[config.mk]
export PLATFORM = sky130hd
export DESIGN_NAME = dpll_phase_buildout_switch
export DESIGN_NICKNAME = d
export VERILOG_FILES = /design/src/hdl/dpll_pbo_pkg.sv /design/src/hdl/dpll_phase_buildout_switch.sv
export VERILOG_INCLUDE_DIRS = /design/src /design/src/hdl
export SDC_FILE = /design/constraint.sdc
export NUM_CORES = 1
export LEC_CHECK = 0
export BUFFER_PORTS_ARGS = -buffer_cell sky130_fd_sc_hd__buf_2
export CAP_MARGIN = 20
export CORE_MARGIN = 3
export CORE_UTILIZATION = 51
export CTS_BUF_LIST = sky130_fd_sc_hd__clkbuf_4
export DETAILED_ROUTE_END_ITERATION = 8
export GPL_ROUTABILITY_DRIVEN = 0
export HOLD_SLACK_MARGIN = 0.03
export PLACE_DENSITY = 0.75
export SYNTH_ARGS = -nofsm -noshare
export SYNTH_HDL_FRONTEND = slang
export SYNTH_SLANG_ARGS = --single-unit
export TNS_END_PERCENT = 50
[constraint.sdc]
create_clock -name aclk -period 5 [get_ports aclk]
set_input_delay 0.25 -clock aclk [delete_from_list [all_inputs] [get_ports aclk]]
set_output_delay 0.25 -clock aclk [all_outputs]
set_load 0.01 [all_outputs]
[src/hdl/dpll_pbo_regs.svh]
// register offsets, field positions, reset values and timing counts for the build-out control block
`ifndef DPLL_REBUILD_REGS_SVH
`define DPLL_REBUILD_REGS_SVH
`define OFS_CTRL      8'h00
`define OFS_STATUS    8'h04
`define OFS_OFFSET    8'h08
`define OFS_REF_EN    8'h0C
`define CTRL_MODE_LO  0
`define CTRL_BWL_LO   4
`define CTRL_BWA_LO   8
`define MODE_ENABLED  2'h0
`define MODE_DISABLED 2'h1
`define MODE_FROZEN   2'h2
`define BW_STEPS      10
`define BW_LOCK_RST   4'h2
`define BW_ACQ_RST    4'h7
`define REF_EN_RST    32'hFFFF_FFFF
`define CLK_PERIOD_NS 100
`define MEAS_TIME_NS  1600
`define TRANSIENT_NS  5
`define PS_PER_NS     1000
`define RESP_OKAY     2'h0
`define RESP_SLVERR   2'h2
`endif

[src/hdl/dpll_pbo_pkg.sv]
// types shared by the build-out control block
package dpll_rebuild_pkg;
	typedef enum logic [1:0] {ST_SEARCH, ST_TRACK, ST_HOLD} sel_state_t;
	typedef logic [3:0] bw_idx_t;
	typedef logic [1:0] rebuild_mode_t;
endpackage

[src/hdl/dpll_phase_buildout_switch.sv]
// reference switchover, phase offset rebuild and bandwidth control around the timing dpll
// Summary of operation
// bandwidth follows lock state without software
// lock indication picks acquisition or normal bandwidth
// ten programmable bandwidth steps, index 0 to 9
// lost reference: pick next priority, raise event
// event enters temporary holdover, output keeps running
// measure new phase, inject matching offset
// residual phase step clamped to 5 ns
// software selects enabled, disabled or frozen
// rebuild enabled after reset
// freeze only from enabled; offset retained
// frozen: later events add no offset
// disabled: switch without measuring or offset
//
// Design decisions made here: the address map and register access over AXI4-Lite.
`timescale 1ns/100ps
`include "dpll_pbo_regs.svh"
module dpll_phase_buildout_switch
	import dpll_rebuild_pkg::*;
#(
	parameter int NREF = 14,
	parameter int PW   = 24
) (
	input  wire logic                   aclk,
	input  wire logic                   aresetn,
	input  wire logic [7:0]             s_axi_awaddr,
	input  wire logic                   s_axi_awvalid,
	output logic                        s_axi_awready,
	input  wire logic [31:0]            s_axi_wdata,
	input  wire logic [3:0]             s_axi_wstrb,
	input  wire logic                   s_axi_wvalid,
	output logic                        s_axi_wready,
	output logic [1:0]                  s_axi_bresp,
	output logic                        s_axi_bvalid,
	input  wire logic                   s_axi_bready,
	input  wire logic [7:0]             s_axi_araddr,
	input  wire logic                   s_axi_arvalid,
	output logic                        s_axi_arready,
	output logic [31:0]                 s_axi_rdata,
	output logic [1:0]                  s_axi_rresp,
	output logic                        s_axi_rvalid,
	input  wire logic                   s_axi_rready,
	input  wire logic [NREF-1:0]        ref_ok,
	input  wire logic                   phase_locked,
	input  wire logic signed [PW-1:0]   phase_err,
	output logic [3:0]                  ref_sel,
	output logic                        ref_none,
	output logic                        holdover,
	output bw_idx_t                     bw_sel,
	output logic                        rebuild_event,
	output logic signed [PW-1:0]        phase_offset,
	output logic signed [PW-1:0]        phase_corr
);
	// derived counts; measurement window rounds up to whole cycles
	localparam int MEAS_CYC = (`MEAS_TIME_NS + `CLK_PERIOD_NS - 1) / `CLK_PERIOD_NS;
	localparam logic signed [PW-1:0] LIM = PW'(`TRANSIENT_NS * `PS_PER_NS);

	// refuse sizes the select field and phase math cannot serve
	if (NREF < 2 || NREF > 16 || PW < 16 || PW > 32) begin : g_bad_size
		$error("unsupported NREF or PW");
	end

	// software state
	rebuild_mode_t    mode_r;        // rebuild mode
	bw_idx_t          bwl_r;         // locked bandwidth step
	bw_idx_t          bwa_r;         // acquisition bandwidth step
	logic [NREF-1:0]  ref_en_r;      // per-reference enable
	// pin synchronisers, three stages
	logic [NREF-1:0]  s1_r, s2_r, s3_r;
	logic [NREF-1:0]  ok_r;          // filtered reference health
	// selection state
	sel_state_t       st_r;
	logic [7:0]       meas_r;        // holdover measurement counter
	logic [NREF-1:0]  avail;
	logic [3:0]       best;
	logic             any_avail;

	// pins pass three flops; first stage read only by the second
	always_ff @(posedge aclk) begin
		if (!aresetn) begin
			s1_r <= '0;
			s2_r <= '0;
			s3_r <= '0;
		end else begin
			s1_r <= ref_ok;
			s2_r <= s1_r;
			s3_r <= s2_r;
		end
	end

	// a change counts only once stages two and three agree
	genvar gi;
	generate
		for (gi = 0; gi < NREF; gi++) begin : g_ok
			always_ff @(posedge aclk) begin
				if (!aresetn)
					ok_r[gi] <= 1'b0;
				else if (s2_r[gi] == s3_r[gi])
					ok_r[gi] <= s3_r[gi];
			end
		end
	endgenerate

	// lowest index wins: index 0 is the highest priority
	always_comb begin
		avail = ok_r & ref_en_r;
		any_avail = 1'b0;
		best = 4'h0;
		for (int i = NREF - 1; i >= 0; i--) begin
			if (avail[i]) begin
				best = 4'(i);
				any_avail = 1'b1;
			end
		end
	end

	// selection, temporary holdover and offset rebuild
	always_ff @(posedge aclk) begin
		if (!aresetn) begin
			st_r <= ST_SEARCH;
			ref_sel <= 4'h0;
			ref_none <= 1'b1;
			holdover <= 1'b0;
			rebuild_event <= 1'b0;
			meas_r <= 8'h00;
			phase_offset <= '0;
		end else begin
			rebuild_event <= 1'b0;
			// disabled: no offset kept, dpll locks to raw input phase
			if (mode_r == `MODE_DISABLED)
				phase_offset <= '0;
			case (st_r)
				ST_SEARCH: begin
					// first pick after nothing was usable: no switch event
					if (any_avail) begin
						ref_sel <= best;
						ref_none <= 1'b0;
						st_r <= ST_TRACK;
					end
				end
				ST_TRACK: begin
					if (!avail[ref_sel]) begin
						if (any_avail) begin
							ref_sel <= best;
							rebuild_event <= 1'b1;
							// only an enabled rebuild measures; frozen ignores the event
							if (mode_r == `MODE_ENABLED) begin
								holdover <= 1'b1;
								meas_r <= 8'(MEAS_CYC);
								st_r <= ST_HOLD;
							end
						end else begin
							// nothing left: long-term holdover belongs to the dpll
							ref_none <= 1'b1;
							st_r <= ST_SEARCH;
						end
					end
				end
				ST_HOLD: begin
					// output runs from last frequency while the new input settles
					if (meas_r > 8'h01) begin
						meas_r <= meas_r - 8'h01;
					end else begin
						// measured error becomes the offset so the residual is near zero
						if (mode_r == `MODE_ENABLED)
							phase_offset <= phase_err;
						holdover <= 1'b0;
						meas_r <= 8'h00;
						st_r <= ST_TRACK;
					end
				end
				default: st_r <= ST_SEARCH;
			endcase
		end
	end

	// corrected error to the loop filter; clamp bounds any leftover step
	always_ff @(posedge aclk) begin
		if (!aresetn)
			phase_corr <= '0;
		else if (holdover)
			phase_corr <= '0;
		else if (phase_err - phase_offset > LIM)
			phase_corr <= LIM;
		else if (phase_err - phase_offset < -LIM)
			phase_corr <= -LIM;
		else
			phase_corr <= phase_err - phase_offset;
	end

	// bandwidth: acquisition while unlocked, normal once locked
	always_ff @(posedge aclk) begin
		if (!aresetn)
			bw_sel <= `BW_ACQ_RST;
		else if (!holdover)
			bw_sel <= phase_locked ? bwl_r : bwa_r;
	end

	// axi4-lite write side: address and data taken in either order
	logic [7:0]  aw_r;
	logic [31:0] wd_r;
	logic [3:0]  ws_r;
	logic        aw_ok, w_ok;
	logic        do_wr;
	assign do_wr = aw_ok && w_ok && !s_axi_bvalid;
	always_ff @(posedge aclk) begin
		if (!aresetn) begin
			aw_ok <= 1'b0;
			w_ok <= 1'b0;
			aw_r <= 8'h00;
			wd_r <= 32'h0000_0000;
			ws_r <= 4'h0;
			s_axi_awready <= 1'b0;
			s_axi_wready <= 1'b0;
			s_axi_bvalid <= 1'b0;
			s_axi_bresp <= `RESP_OKAY;
		end else begin
			s_axi_awready <= !aw_ok && !s_axi_awready && s_axi_awvalid;
			s_axi_wready <= !w_ok && !s_axi_wready && s_axi_wvalid;
			if (s_axi_awvalid && s_axi_awready) begin
				aw_ok <= 1'b1;
				aw_r <= s_axi_awaddr;
			end
			if (s_axi_wvalid && s_axi_wready) begin
				w_ok <= 1'b1;
				wd_r <= s_axi_wdata;
				ws_r <= s_axi_wstrb;
			end
			if (do_wr) begin
				aw_ok <= 1'b0;
				w_ok <= 1'b0;
				s_axi_bvalid <= 1'b1;
				if ({aw_r[7:2], 2'b00} == `OFS_CTRL || {aw_r[7:2], 2'b00} == `OFS_REF_EN)
					s_axi_bresp <= `RESP_OKAY;
				else if ({aw_r[7:2], 2'b00} == `OFS_STATUS || {aw_r[7:2], 2'b00} == `OFS_OFFSET)
					s_axi_bresp <= `RESP_OKAY;
				else
					s_axi_bresp <= `RESP_SLVERR;
			end else if (s_axi_bvalid && s_axi_bready) begin
				s_axi_bvalid <= 1'b0;
			end
		end
	end

	// control registers; read-only words ignore writes
	logic [3:0] wbwl, wbwa;
	assign wbwl = wd_r[`CTRL_BWL_LO +: 4];
	assign wbwa = wd_r[`CTRL_BWA_LO +: 4];
	always_ff @(posedge aclk) begin
		if (!aresetn) begin
			mode_r <= `MODE_ENABLED;
			bwl_r <= `BW_LOCK_RST;
			bwa_r <= `BW_ACQ_RST;
			ref_en_r <= NREF'(`REF_EN_RST);
		end else if (do_wr && {aw_r[7:2], 2'b00} == `OFS_CTRL) begin
			// freeze accepted only from enabled; reserved code 3 ignored
			if (ws_r[0] && wd_r[1:0] != 2'h3) begin
				if (!(wd_r[1:0] == `MODE_FROZEN && mode_r == `MODE_DISABLED))
					mode_r <= wd_r[1:0];
			end
			// steps saturate at the last of the ten settings
			if (ws_r[0])
				bwl_r <= (wbwl > 4'd9) ? 4'd9 : wbwl;
			if (ws_r[1])
				bwa_r <= (wbwa > 4'd9) ? 4'd9 : wbwa;
		end else if (do_wr && {aw_r[7:2], 2'b00} == `OFS_REF_EN) begin
			for (int b = 0; b < NREF; b++)
				if (ws_r[b / 8])
					ref_en_r[b] <= wd_r[b];
		end
	end

	// axi4-lite read side: one cycle to arready, rdata next
	always_ff @(posedge aclk) begin
		if (!aresetn) begin
			s_axi_arready <= 1'b0;
			s_axi_rvalid <= 1'b0;
			s_axi_rdata <= 32'h0000_0000;
			s_axi_rresp <= `RESP_OKAY;
		end else begin
			s_axi_arready <= !s_axi_arready && !s_axi_rvalid && s_axi_arvalid;
			if (s_axi_arvalid && s_axi_arready) begin
				s_axi_rvalid <= 1'b1;
				s_axi_rresp <= `RESP_OKAY;
				if ({s_axi_araddr[7:2], 2'b00} == `OFS_CTRL)
					s_axi_rdata <= {20'h0_0000, bwa_r, bwl_r, 2'b00, mode_r};
				else if ({s_axi_araddr[7:2], 2'b00} == `OFS_STATUS)
					s_axi_rdata <= {16'h0000, bw_sel, ref_sel, 4'h0, ref_none, phase_locked, holdover,
						st_r == ST_HOLD};
				else if ({s_axi_araddr[7:2], 2'b00} == `OFS_OFFSET)
					s_axi_rdata <= 32'(phase_offset);
				else if ({s_axi_araddr[7:2], 2'b00} == `OFS_REF_EN)
					s_axi_rdata <= 32'(ref_en_r);
				else begin
					s_axi_rdata <= 32'h0000_0000;
					s_axi_rresp <= `RESP_SLVERR;
				end
			end else if (s_axi_rvalid && s_axi_rready) begin
				s_axi_rvalid <= 1'b0;
			end
		end
	end

	// checks
	property p_bw_follow;
		@(posedge aclk) disable iff (!aresetn)
		!holdover && phase_locked |=> bw_sel == $past(bwl_r);
	endproperty
	a_bw_follow: assert property (p_bw_follow) else $error("locked bandwidth not applied");

	property p_bw_range;
		@(posedge aclk) disable iff (!aresetn) bw_sel < 4'd10;
	endproperty
	a_bw_range: assert property (p_bw_range) else $error("bandwidth step out of range");

	property p_reset_mode;
		@(posedge aclk) !aresetn |=> mode_r == `MODE_ENABLED;
	endproperty
	a_reset_mode: assert property (p_reset_mode) else $error("rebuild not enabled after reset");

	property p_switch;
		@(posedge aclk) disable iff (!aresetn)
		st_r == ST_TRACK && !avail[ref_sel] && any_avail |=> rebuild_event && ref_sel == $past(best);
	endproperty
	a_switch: assert property (p_switch) else $error("lost reference not replaced");

	property p_enter_hold;
		@(posedge aclk) disable iff (!aresetn)
		rebuild_event && $past(mode_r) == `MODE_ENABLED |-> holdover;
	endproperty
	a_enter_hold: assert property (p_enter_hold) else $error("no temporary holdover on event");

	property p_hold_len;
		@(posedge aclk) disable iff (!aresetn)
		$rose(holdover) |-> holdover [*8] ##1 holdover [*8] ##1 !holdover;
	endproperty
	a_hold_len: assert property (p_hold_len) else $error("holdover length wrong");

	property p_clamp;
		@(posedge aclk) disable iff (!aresetn) phase_corr <= LIM && phase_corr >= -LIM;
	endproperty
	a_clamp: assert property (p_clamp) else $error("phase step exceeds bound");

	property p_frozen;
		@(posedge aclk) disable iff (!aresetn)
		mode_r == `MODE_FROZEN ##1 mode_r == `MODE_FROZEN |-> $stable(phase_offset) && !$rose(holdover);
	endproperty
	a_frozen: assert property (p_frozen) else $error("offset moved while frozen");

	property p_no_freeze_from_off;
		@(posedge aclk) disable iff (!aresetn)
		$past(mode_r) == `MODE_DISABLED |-> mode_r != `MODE_FROZEN;
	endproperty
	a_no_freeze_from_off: assert property (p_no_freeze_from_off) else $error("froze from disabled");

	property p_disabled;
		@(posedge aclk) disable iff (!aresetn)
		mode_r == `MODE_DISABLED |=> phase_offset == '0;
	endproperty
	a_disabled: assert property (p_disabled) else $error("offset kept while disabled");
endmodule

Yosys cells after proc, flatten, opt, wreduce, memory -nomap -nowiden
Index checks and enable logic that the tools add are counted.

Add/subtract/negate cells: 2. Order comparisons: 6. Equality and inequality tests: 32. Muxes and demuxes: 77. Bitwise gates (word level): 5. Reduce and logical (&&, ||, !) cells: 49.

Operator list (count): two-way mux 24 bit (5); two-way mux 32 bit (3); two-way mux 4 bit (19); two-way mux 8 bit (4); two-way mux 1 bit (27); equality test 6 x 2 -> 1 bit, second input constant (4); > comparator 24 x 14 -> 1 bit, second input constant (1); < comparator 24 x 14 -> 1 bit, second input constant (1); subtractor 24 bit (1); two-way mux 2 bit (11); logical AND 1 bit (17); case mux 8 bit (2 select lines) (1); AND 14 bit (1); equality test 1 bit (14); two-way mux 14 bit (1); inequality test 2 bit, second input constant (7); two-way mux 13 bit (1); equality test 6 x 1 -> 1 bit, second input constant (2); zero test 6 bit (2); AND reduction 4 bit (3); AND reduction 3 bit (3); > comparator 4 bit, second input constant (2); > comparator 8 x 1 -> 1 bit, second input constant (1); case mux 4 bit (2 select lines) (1); other kinds (18) (39).

Register bits after elaboration: 216. Input port bits: 98. Logic and storage cells: 217.

Longest topological paths before layout
Gate-level depths: netlist of the first run.

Word-level depth: 18. Gate-level depth with buffers: 16. Mapped depth without buffers: 15.

Worst setup path before layout of the first run
OpenSTA, ideal clock, no wires.

Path type: register -> register. Start point: reg phase_offset[10]. End point: reg phase_corr[2]. Library setup time: 0.112 ns. Arrival: 3.605 ns. Required time: 4.888 ns. Slack: 1.283 ns. Stages on the path, launching flop included: 15. Period minus slack after synthesis: 3.717 ns. Cell sequence: dfxtp_1 -> inv_1 -> ha_1 -> buf_6 -> a21o_1 -> or4_4 -> or2_1 -> a211oi_1 -> o21bai_1 -> xnor2_2 -> buf_2 -> nand4b_1 -> ha_1 -> clkbuf_1 -> a2111oi_1.

Word-level cells in the longest chain between the ends: 3.

RTL lines: start: declaration (RTL line dpll_phase_buildout_switch.sv:52) `output logic signed [PW-1:0] phase_offset,`; start signal: assignment (RTL line dpll_phase_buildout_switch.sv:167) `phase_offset <= phase_err;`; subtractor 24 bit * (RTL line dpll_phase_buildout_switch.sv:184, dpll_phase_buildout_switch.sv:186); > comparator 24 x 14 -> 1 bit or < comparator 24 x 14 -> 1 bit (tied branches) (RTL line dpll_phase_buildout_switch.sv:184, dpll_phase_buildout_switch.sv:186); OR reduction 4 bit (no line) *; end signal: assignment (RTL line dpll_phase_buildout_switch.sv:187) `phase_corr <= -LIM;`; end signal: assignment (RTL line dpll_phase_buildout_switch.sv:189) `phase_corr <= phase_err - phase_offset;`; end: declaration (RTL line dpll_phase_buildout_switch.sv:53) `output logic signed [PW-1:0] phase_corr`.

Every way passes the cells marked *; elsewhere a longest branch is shown, timed or not. A chain may end at the register's enable or synchronous reset.

Worst setup path after layout of the first run
Start point: reg phase_offset[8]. End point: reg phase_corr[18].

Word-level cells in the longest chain between the ends: 3.

RTL lines (RTL line): subtractor 24 bit * (dpll_phase_buildout_switch.sv:184, dpll_phase_buildout_switch.sv:186, dpll_phase_buildout_switch.sv:189); > comparator 24 x 14 -> 1 bit or < comparator 24 x 14 -> 1 bit (tied branches) (dpll_phase_buildout_switch.sv:184, dpll_phase_buildout_switch.sv:186); OR reduction 3 bit (no line) or two-way mux 24 bit (tied branches).

Marks and branches as above.

==> impl_metrics.csv, run 1 <==
group,metric,value,unit
outcome,status,"complete, no violations",
clocking,clockRootBuffer,"clkbuf_4",
yosys,yosys.area.top_type_share,42.5,%
global_route,gr-usage-met3,5.16,%
yosys,ys_top_cells_by_area,"dfxtp_1 43%, nand2_1 6.0%, a21oi_1 5.6%",
global_route,grt_pass1_vias,8556,
global_route,grt_max_degree,73,
sta,max_freq,0.222,GHz
sta,worst_slew_pin_slew,1090,ps
sta,slew_headroom,27.1,%
yosys,synth_most_common_cell,"dfxtp_1",
critical_path,cp_top_family,"compound AO/OA/AOI/OAI gates",
sta,rsz0062_at_grt,"false",
route,drt_iter0_markers,622,
sta,finClkSkew,38.7,ps
critical_path,path_class,"flip-flop to flip-flop",
critical_path,timing.rr.end,"phase_corr[18]",
critical_path,slowest_stage,"a2111oi_0",
global_route,grtUsageTotal,25.0,%
placement,io_buffers,171,
route,vias,9087,
yosys,ys_seq_area_share,42.5,%
floorplanning,dieArea,20500,um2
clocking,post_cts_resized,0,
sta,setup_viol,0,
route,drc,0,
yosys,synth_common_cells,"204 x dfxtp_1, 154 x nand2_1, 108 x a21oi_1",
critical_path,rrSetupSlack,510,ps
power_and_ir_drop,power_per_cell_area,294,nW/um2
yosys,synth-edff-count,0,
layout,drive_above_1_share,21.8,%
global_route,antenna_found_initial,3,
yosys,synth_ff_type,"dfxtp_1",
layout,fin_util,64.9,%
power_and_ir_drop,switching_power,884,uW
clocking,clk_pin_slew,80,ps
power_and_ir_drop,combPwrFrac,12.0,%
placement,hpwl,18400,um
power_and_ir_drop,p_int,2.59,mW
critical_path,reg2reg_depth,13,
placement,place_area,10500,um2
global_route,grt_pass1_wl,42000,um
route,drt_first_pass_iters,5,
global_route,met1_usage,31.1,%
floorplanning,fp-row-count,49,
floorplanning,io_pins,198,
sta,tns,0,ps
sta,period_share,89.9,%
clocking,clk-insertion-delay-late,660,ps
critical_path,critical_path_required,5550,ps
hold_path,holdPathEnd,"ref_en_r[4]",
clocking,cts_sinks,204,
critical_path,cp.arrival,5040,ps
layout,fin_area,11800,um2
route,drtAntennaViolNets,0,
global_route,grt_busiest_layer,"met2",
yosys,yosysTopAreaCell,"dfxtp_1",
global_route,gr-total-overflow,0,
critical_path,reg2reg_from,"phase_offset[8]",
clocking,cts_tree,"built",
power_and_ir_drop,p_sw_share,25.4,%
yosys,async_flop_share,0,%
floorplanning,fp.dieH,143,um
global_route,grt_util_met2,42.9,%
route,wirelength,26500,um
critical_path,cp_max_fo,15,
layout,multiInputGateArea,5040,um2
power_and_ir_drop,leakagePower,4.97,nW
yosys,yosysWarnings,0,
sta,drv_slew,0,
hold_path,holdCritStartpoint,"aresetn",
critical_path,cpPeakStageDelay,840,ps
layout,layout.cells.non_filler,1619,
critical_path,critPathCaptureType,"flip-flop",
placement,dp_cells,1462,
yosys,postSynthAreaPerCell,8.55,um2
route,viasPerCell,5.61,
clocking,clock_path_buffers,3,
power_and_ir_drop,vdd_drop_max,0.187,mV
layout,fillers,1539,
sta,hold_viol,0,
hold_path,hp-class,"input port to flip-flop",
critical_path,path_buf_inv,2,
critical_path,crit_chain,"inv_1 -> ha_1 -> a21oi_1 -> o21ai_1 -> a31o_1 -> o211a_1 -> a2111oi_0 -> and4_1 -> and3_2 -> nand4b_1 -> ha_1 -> inv_1 -> a221oi_2",
layout,layout.area.seq,4080,um2
floorplanning,core,18200,um2
floorplanning,start_util,52.8,%
yosys,netlist_instances,1123,
clocking,htree_levels,2,
clocking,cts_inserted_buffers,52,
critical_path,start_kind,"flip-flop",
layout,nets,1484,
power_and_ir_drop,seqPwrFrac,48.7,%
hold_path,hold_path_depth,3,
route,routedWlPerCell,16.4,um
yosys,synth-seq-cells,204,
power_and_ir_drop,clkPwrFrac,39.3,%
sta,timing.final.crit_period,4490,ps
layout,area_growth,23.1,%
yosys,syn-cell-area,9610,um2
run,cap_violations,0,
yosys,netlist-cell-type-count,80,
floorplanning,die_w,143,um
tightest hold or removal path, cell delays in order:
cell     delay [ps]
buf_2           100
buf_4           300
nand2_1         120
registers in the layout, summed over array words and instances, names as in the netlist, 6 cells and up:
signal and count:
s_axi_rdata 24, ref_en_r 14, ok_r 14, wd_r 14
meas_r 8, s3_r 14, aw_r 6, s2_r 14
phase_offset 24, s1_r 14, phase_corr 24
layer usage:
| metal | share of wire (%) | wire length, um |
|---|---|---|
| met1 | 42 | 11200 |
| met2 | 48 | 12700 |
| met3 | 7.2 | 1900 |
| met4 | 2.8 | 741 |
| met5 | 0 | 0 |
worst max-delay path by stage:
stage,from,to,depth (start not counted)
3_5_place_dp,phase_offset[1],phase_corr[18],13
4_1_cts,phase_offset[8],phase_corr[18],13
2_1_floorplan,phase_offset[10],phase_corr[2],14
6_report,phase_offset[8],phase_corr[18],13
3_3_place_gp,phase_offset[1],phase_corr[20],13
5_1_grt,phase_offset[7],phase_corr[22],13
logic make-up after synthesis:
kind of cell | count (synthesis) | share of synthesized area (%)
and+or+nand+nor | 430 | 21.3
AOI/OAI and AO/OA | 296 | 20.8
DFF | 204 | 42.5
buffers and inverters | 110 | 5.05
muxes | 35 | 4.73
adders and majority gates | 27 | 3.60
xor gates and xnor gates | 20 | 1.98
other | 1 | 0.0390
what timing repair did:
action                    in CTS  in global routing
hold endpoints to repair      72                  0
setup buffers                  0                  0
hold buffers                  72                  0
power groups by stage:
stage                     Combinational [mW]  Clock [mW]  Sequential, mW
after floorplan                        0.248           0            1.74
after global placement                 0.364           0            1.73
after detailed placement               0.369           0            1.73
after CTS                              0.411        1.40            1.69
after global routing                   0.460        1.49            1.70
final                                  0.417        1.37            1.69
final cells by class:
| cell class | instances | area share (%) |
|---|---|---|
| inverters | 42 | 1.33 |
| clock buffers | 76 | 4.83 |
| repair buffers | 249 | 13.7 |
| clock inverters | 6 | 0.455 |
| well taps | 229 | 2.42 |
| flip-flops and latches | 204 | 34.5 |
| multi-input cells | 810 | 42.6 |
| diodes | 3 | 0.0635 |
stage by stage:
stage	power [mW]	worst slack (ps)	hold WS [ps]
after floorplan	1.98	1280	377
after global placement	2.09	742	413
after detailed placement	2.10	589	419
after CTS	3.51	558	136
after global routing	3.64	127	180
final	3.48	505	179
placed cells by master (no fill, tap or decap), types with 4 or more instances in the layout:
cell type	count
a2111oi_1	4
a211oi_1	12
a21boi_0	5
a21o_1	9
a21oi_1	108
a221oi_2	9
a22o_1	7
a22oi_1	27
a31o_2	4
a31oi_1	6
and2_1	52
buf_2	171
buf_4	6
clkbuf_4	76
clkinv_1	4
dfxtp_1	204
dlygate4sd3_1	72
ha_1	26
inv_1	41
mux2i_1	24
mux4_2	8
nand2_1	154
nand2b_1	8
nand3_1	56
nand3b_1	4
nor2_1	92
nor2b_1	7
nor3_1	19
nor4_1	5
nor4b_1	4
o211a_1	4
o211ai_1	6
o21a_1	7
o21ai_0	51
or3_1	6
xnor2_1	5
xor2_1	13
(Power assumes the default switching activity.)
==> inputs of run 2 (changes only) <==
CORE_UTILIZATION = 45   (was 51)
PLACE_DENSITY = 0.68   (was 0.75)
SKIP_LAST_GASP = 1   (was not set)
==> run 2 against run 1 <==
  * Highest routed layer unchanged
  * Setup slack improved by 11 ps
  * First-iteration DRC count shrank 11%
  * Global-route usage fell by 3.1 points
  * Fmax is 0.25% higher
  * Die area is 13% higher
  * Critical endpoint is now phase_corr[22]
==> impl_metrics.csv, run 2 (synthesis results as in run 1) <==
group,metric,value,unit
layout,mostFrequentLayoutCell,"dfxtp_1",
layout,nets,1485,
layout,area_growth,23.8,%
critical_path,cp_top_family,"compound AO/OA/AOI/OAI gates",
layout,reg_top3,"phase_corr x24, phase_offset x24, s_axi_rdata x24",
power_and_ir_drop,power,3.48,mW
sta,max_freq,0.223,GHz
power_and_ir_drop,leakagePower,4.97,nW
placement,io_buffers,171,
global_route,gr-total-overflow,0,
placement,hpwl,18700,um
floorplanning,start_util,46.6,%
clocking,clock_path_buffers,3,
sta,drv_slew,0,
clocking,htree_levels,2,
sta,hold_viol,0,
sta,timing.final.crit_period,4480,ps
critical_path,critical_path_required,5560,ps
critical_path,cp.arrival,5050,ps
global_route,antenna_found_initial,3,
global_route,grt_pass1_vias,8588,
route,drt_first_pass_iters,5,
floorplanning,dieArea,23100,um2
route,viasPerCell,5.40,
sta,setup_viol,0,
clocking,post_cts_resized,0,
clocking,cts_inserted_buffers,53,
global_route,grtUsageTotal,21.9,%
critical_path,slowest_stage,"a2111oi_0",
sta,tns,0,ps
outcome,status,"complete, no violations",
floorplanning,io_pins,198,
clocking,clk-insertion-delay-late,690,ps
critical_path,cp_max_fo,15,
clocking,clk_pin_slew,60,ps
global_route,grt_max_degree,73,
critical_path,critPathCaptureType,"flip-flop",
sta,finClkSkew,45.8,ps
route,drtAntennaViolNets,0,
critical_path,start_kind,"flip-flop",
sta,rsz0062_at_grt,"false",
power_and_ir_drop,power_per_cell_area,293,nW/um2
route,vias,9004,
route,routedWlPerCell,15.9,um
critical_path,path_buf_inv,2,
clocking,clockRootBuffer,"clkbuf_4",
sta,slew_headroom,31.0,%
critical_path,path_class,"flip-flop to flip-flop",
sta,worst_slew_pin_slew,1040,ps
floorplanning,core,20600,um2
critical_path,crit_chain,"inv_1 -> ha_1 -> nor2b_1 -> o2111ai_1 -> a21oi_2 -> o211a_1 -> a2111oi_0 -> and4_1 -> and3_2 -> nand4b_1 -> ha_1 -> inv_1 -> a221oi_2",
route,wirelength,26500,um
floorplanning,fp.dieH,152,um
critical_path,cpPeakStageDelay,830,ps
floorplanning,fp-row-count,52,
hold_path,hp-class,"input port to flip-flop",
layout,drive_above_1_share,21.9,%
route,drt_iter0_markers,555,
layout,mostFrequentLayoutCells,"204 x dfxtp_1, 171 x buf_2, 154 x nand2_1",
global_route,grt_pass1_wl,42800,um
sta,period_share,89.7,%
run,cap_violations,0,
clocking,cts_tree,"built",
power_and_ir_drop,vdd_drop_max,0.183,mV
route,drc,0,
floorplanning,die_w,152,um
clocking,cts_sinks,204,
==> run 2: worst paths after layout <==
kind	from	endpoint	slack, ps	cells after the start
max reg2reg	phase_offset[1]	phase_corr[22]	520	13
min	aresetn	ref_en_r[13]	140	3
max	phase_offset[1]	phase_corr[22]	520	13
min reg2reg	s1_r[11]	s2_r[11]	430	1
==> run 2: repair_timing <==
action / CTS / global route
setup buffers: 0 / 0
hold buffers: 72 / 0
hold endpoints to repair: 73 / 0
==> run 2: area by class of cell <==
cell class	count	area [um2]
Clock inverter	14	70.1
Sequential cell	204	4080
Clock buffer	76	571
Timing Repair Buffer	249	1620
Tap cell	270	338
Multi-Input combinational cell	810	5040
Antenna cell	3	7.51
Fill cell	1870	8740
Inverter	42	158
==> run 2: metal layers <==
metal	GRT usage (%)	wire length [um]	part of all wire [%]	vias up
met3	4.64	1520	5.7	58
li1	-	-	-	4472
met4	9.55	860	3.2	0
met1	28.5	11900	45	4163
met2	35.4	12200	46	311
met5	0	0	0	-
==> run 2: worst min-delay path, stage by stage <==
cell and delay (ps):
buf_2 100, buf_4 300, nand2_1 120
==> run 2: power by group <==
part,total [mW],internal (mW),switching [mW]
Sequential,1.69,1.67,0.0210
Clock,1.37,0.699,0.675
Combinational,0.417,0.186,0.231
==> run 2: through the flow <==
step	instance area, um2	std cells	util (%)	hold slack, ps	setup slack (ps)
after CTS	11900	1665	57.6	82.0	542
after detailed placement	10500	1503	51.0	418	590
after global placement	10500	1503	51.0	418	648
after floorplan	9610	1124	-	377	1280
after global routing	11900	1668	57.6	136	64.8
final	11900	1668	57.6	138	517
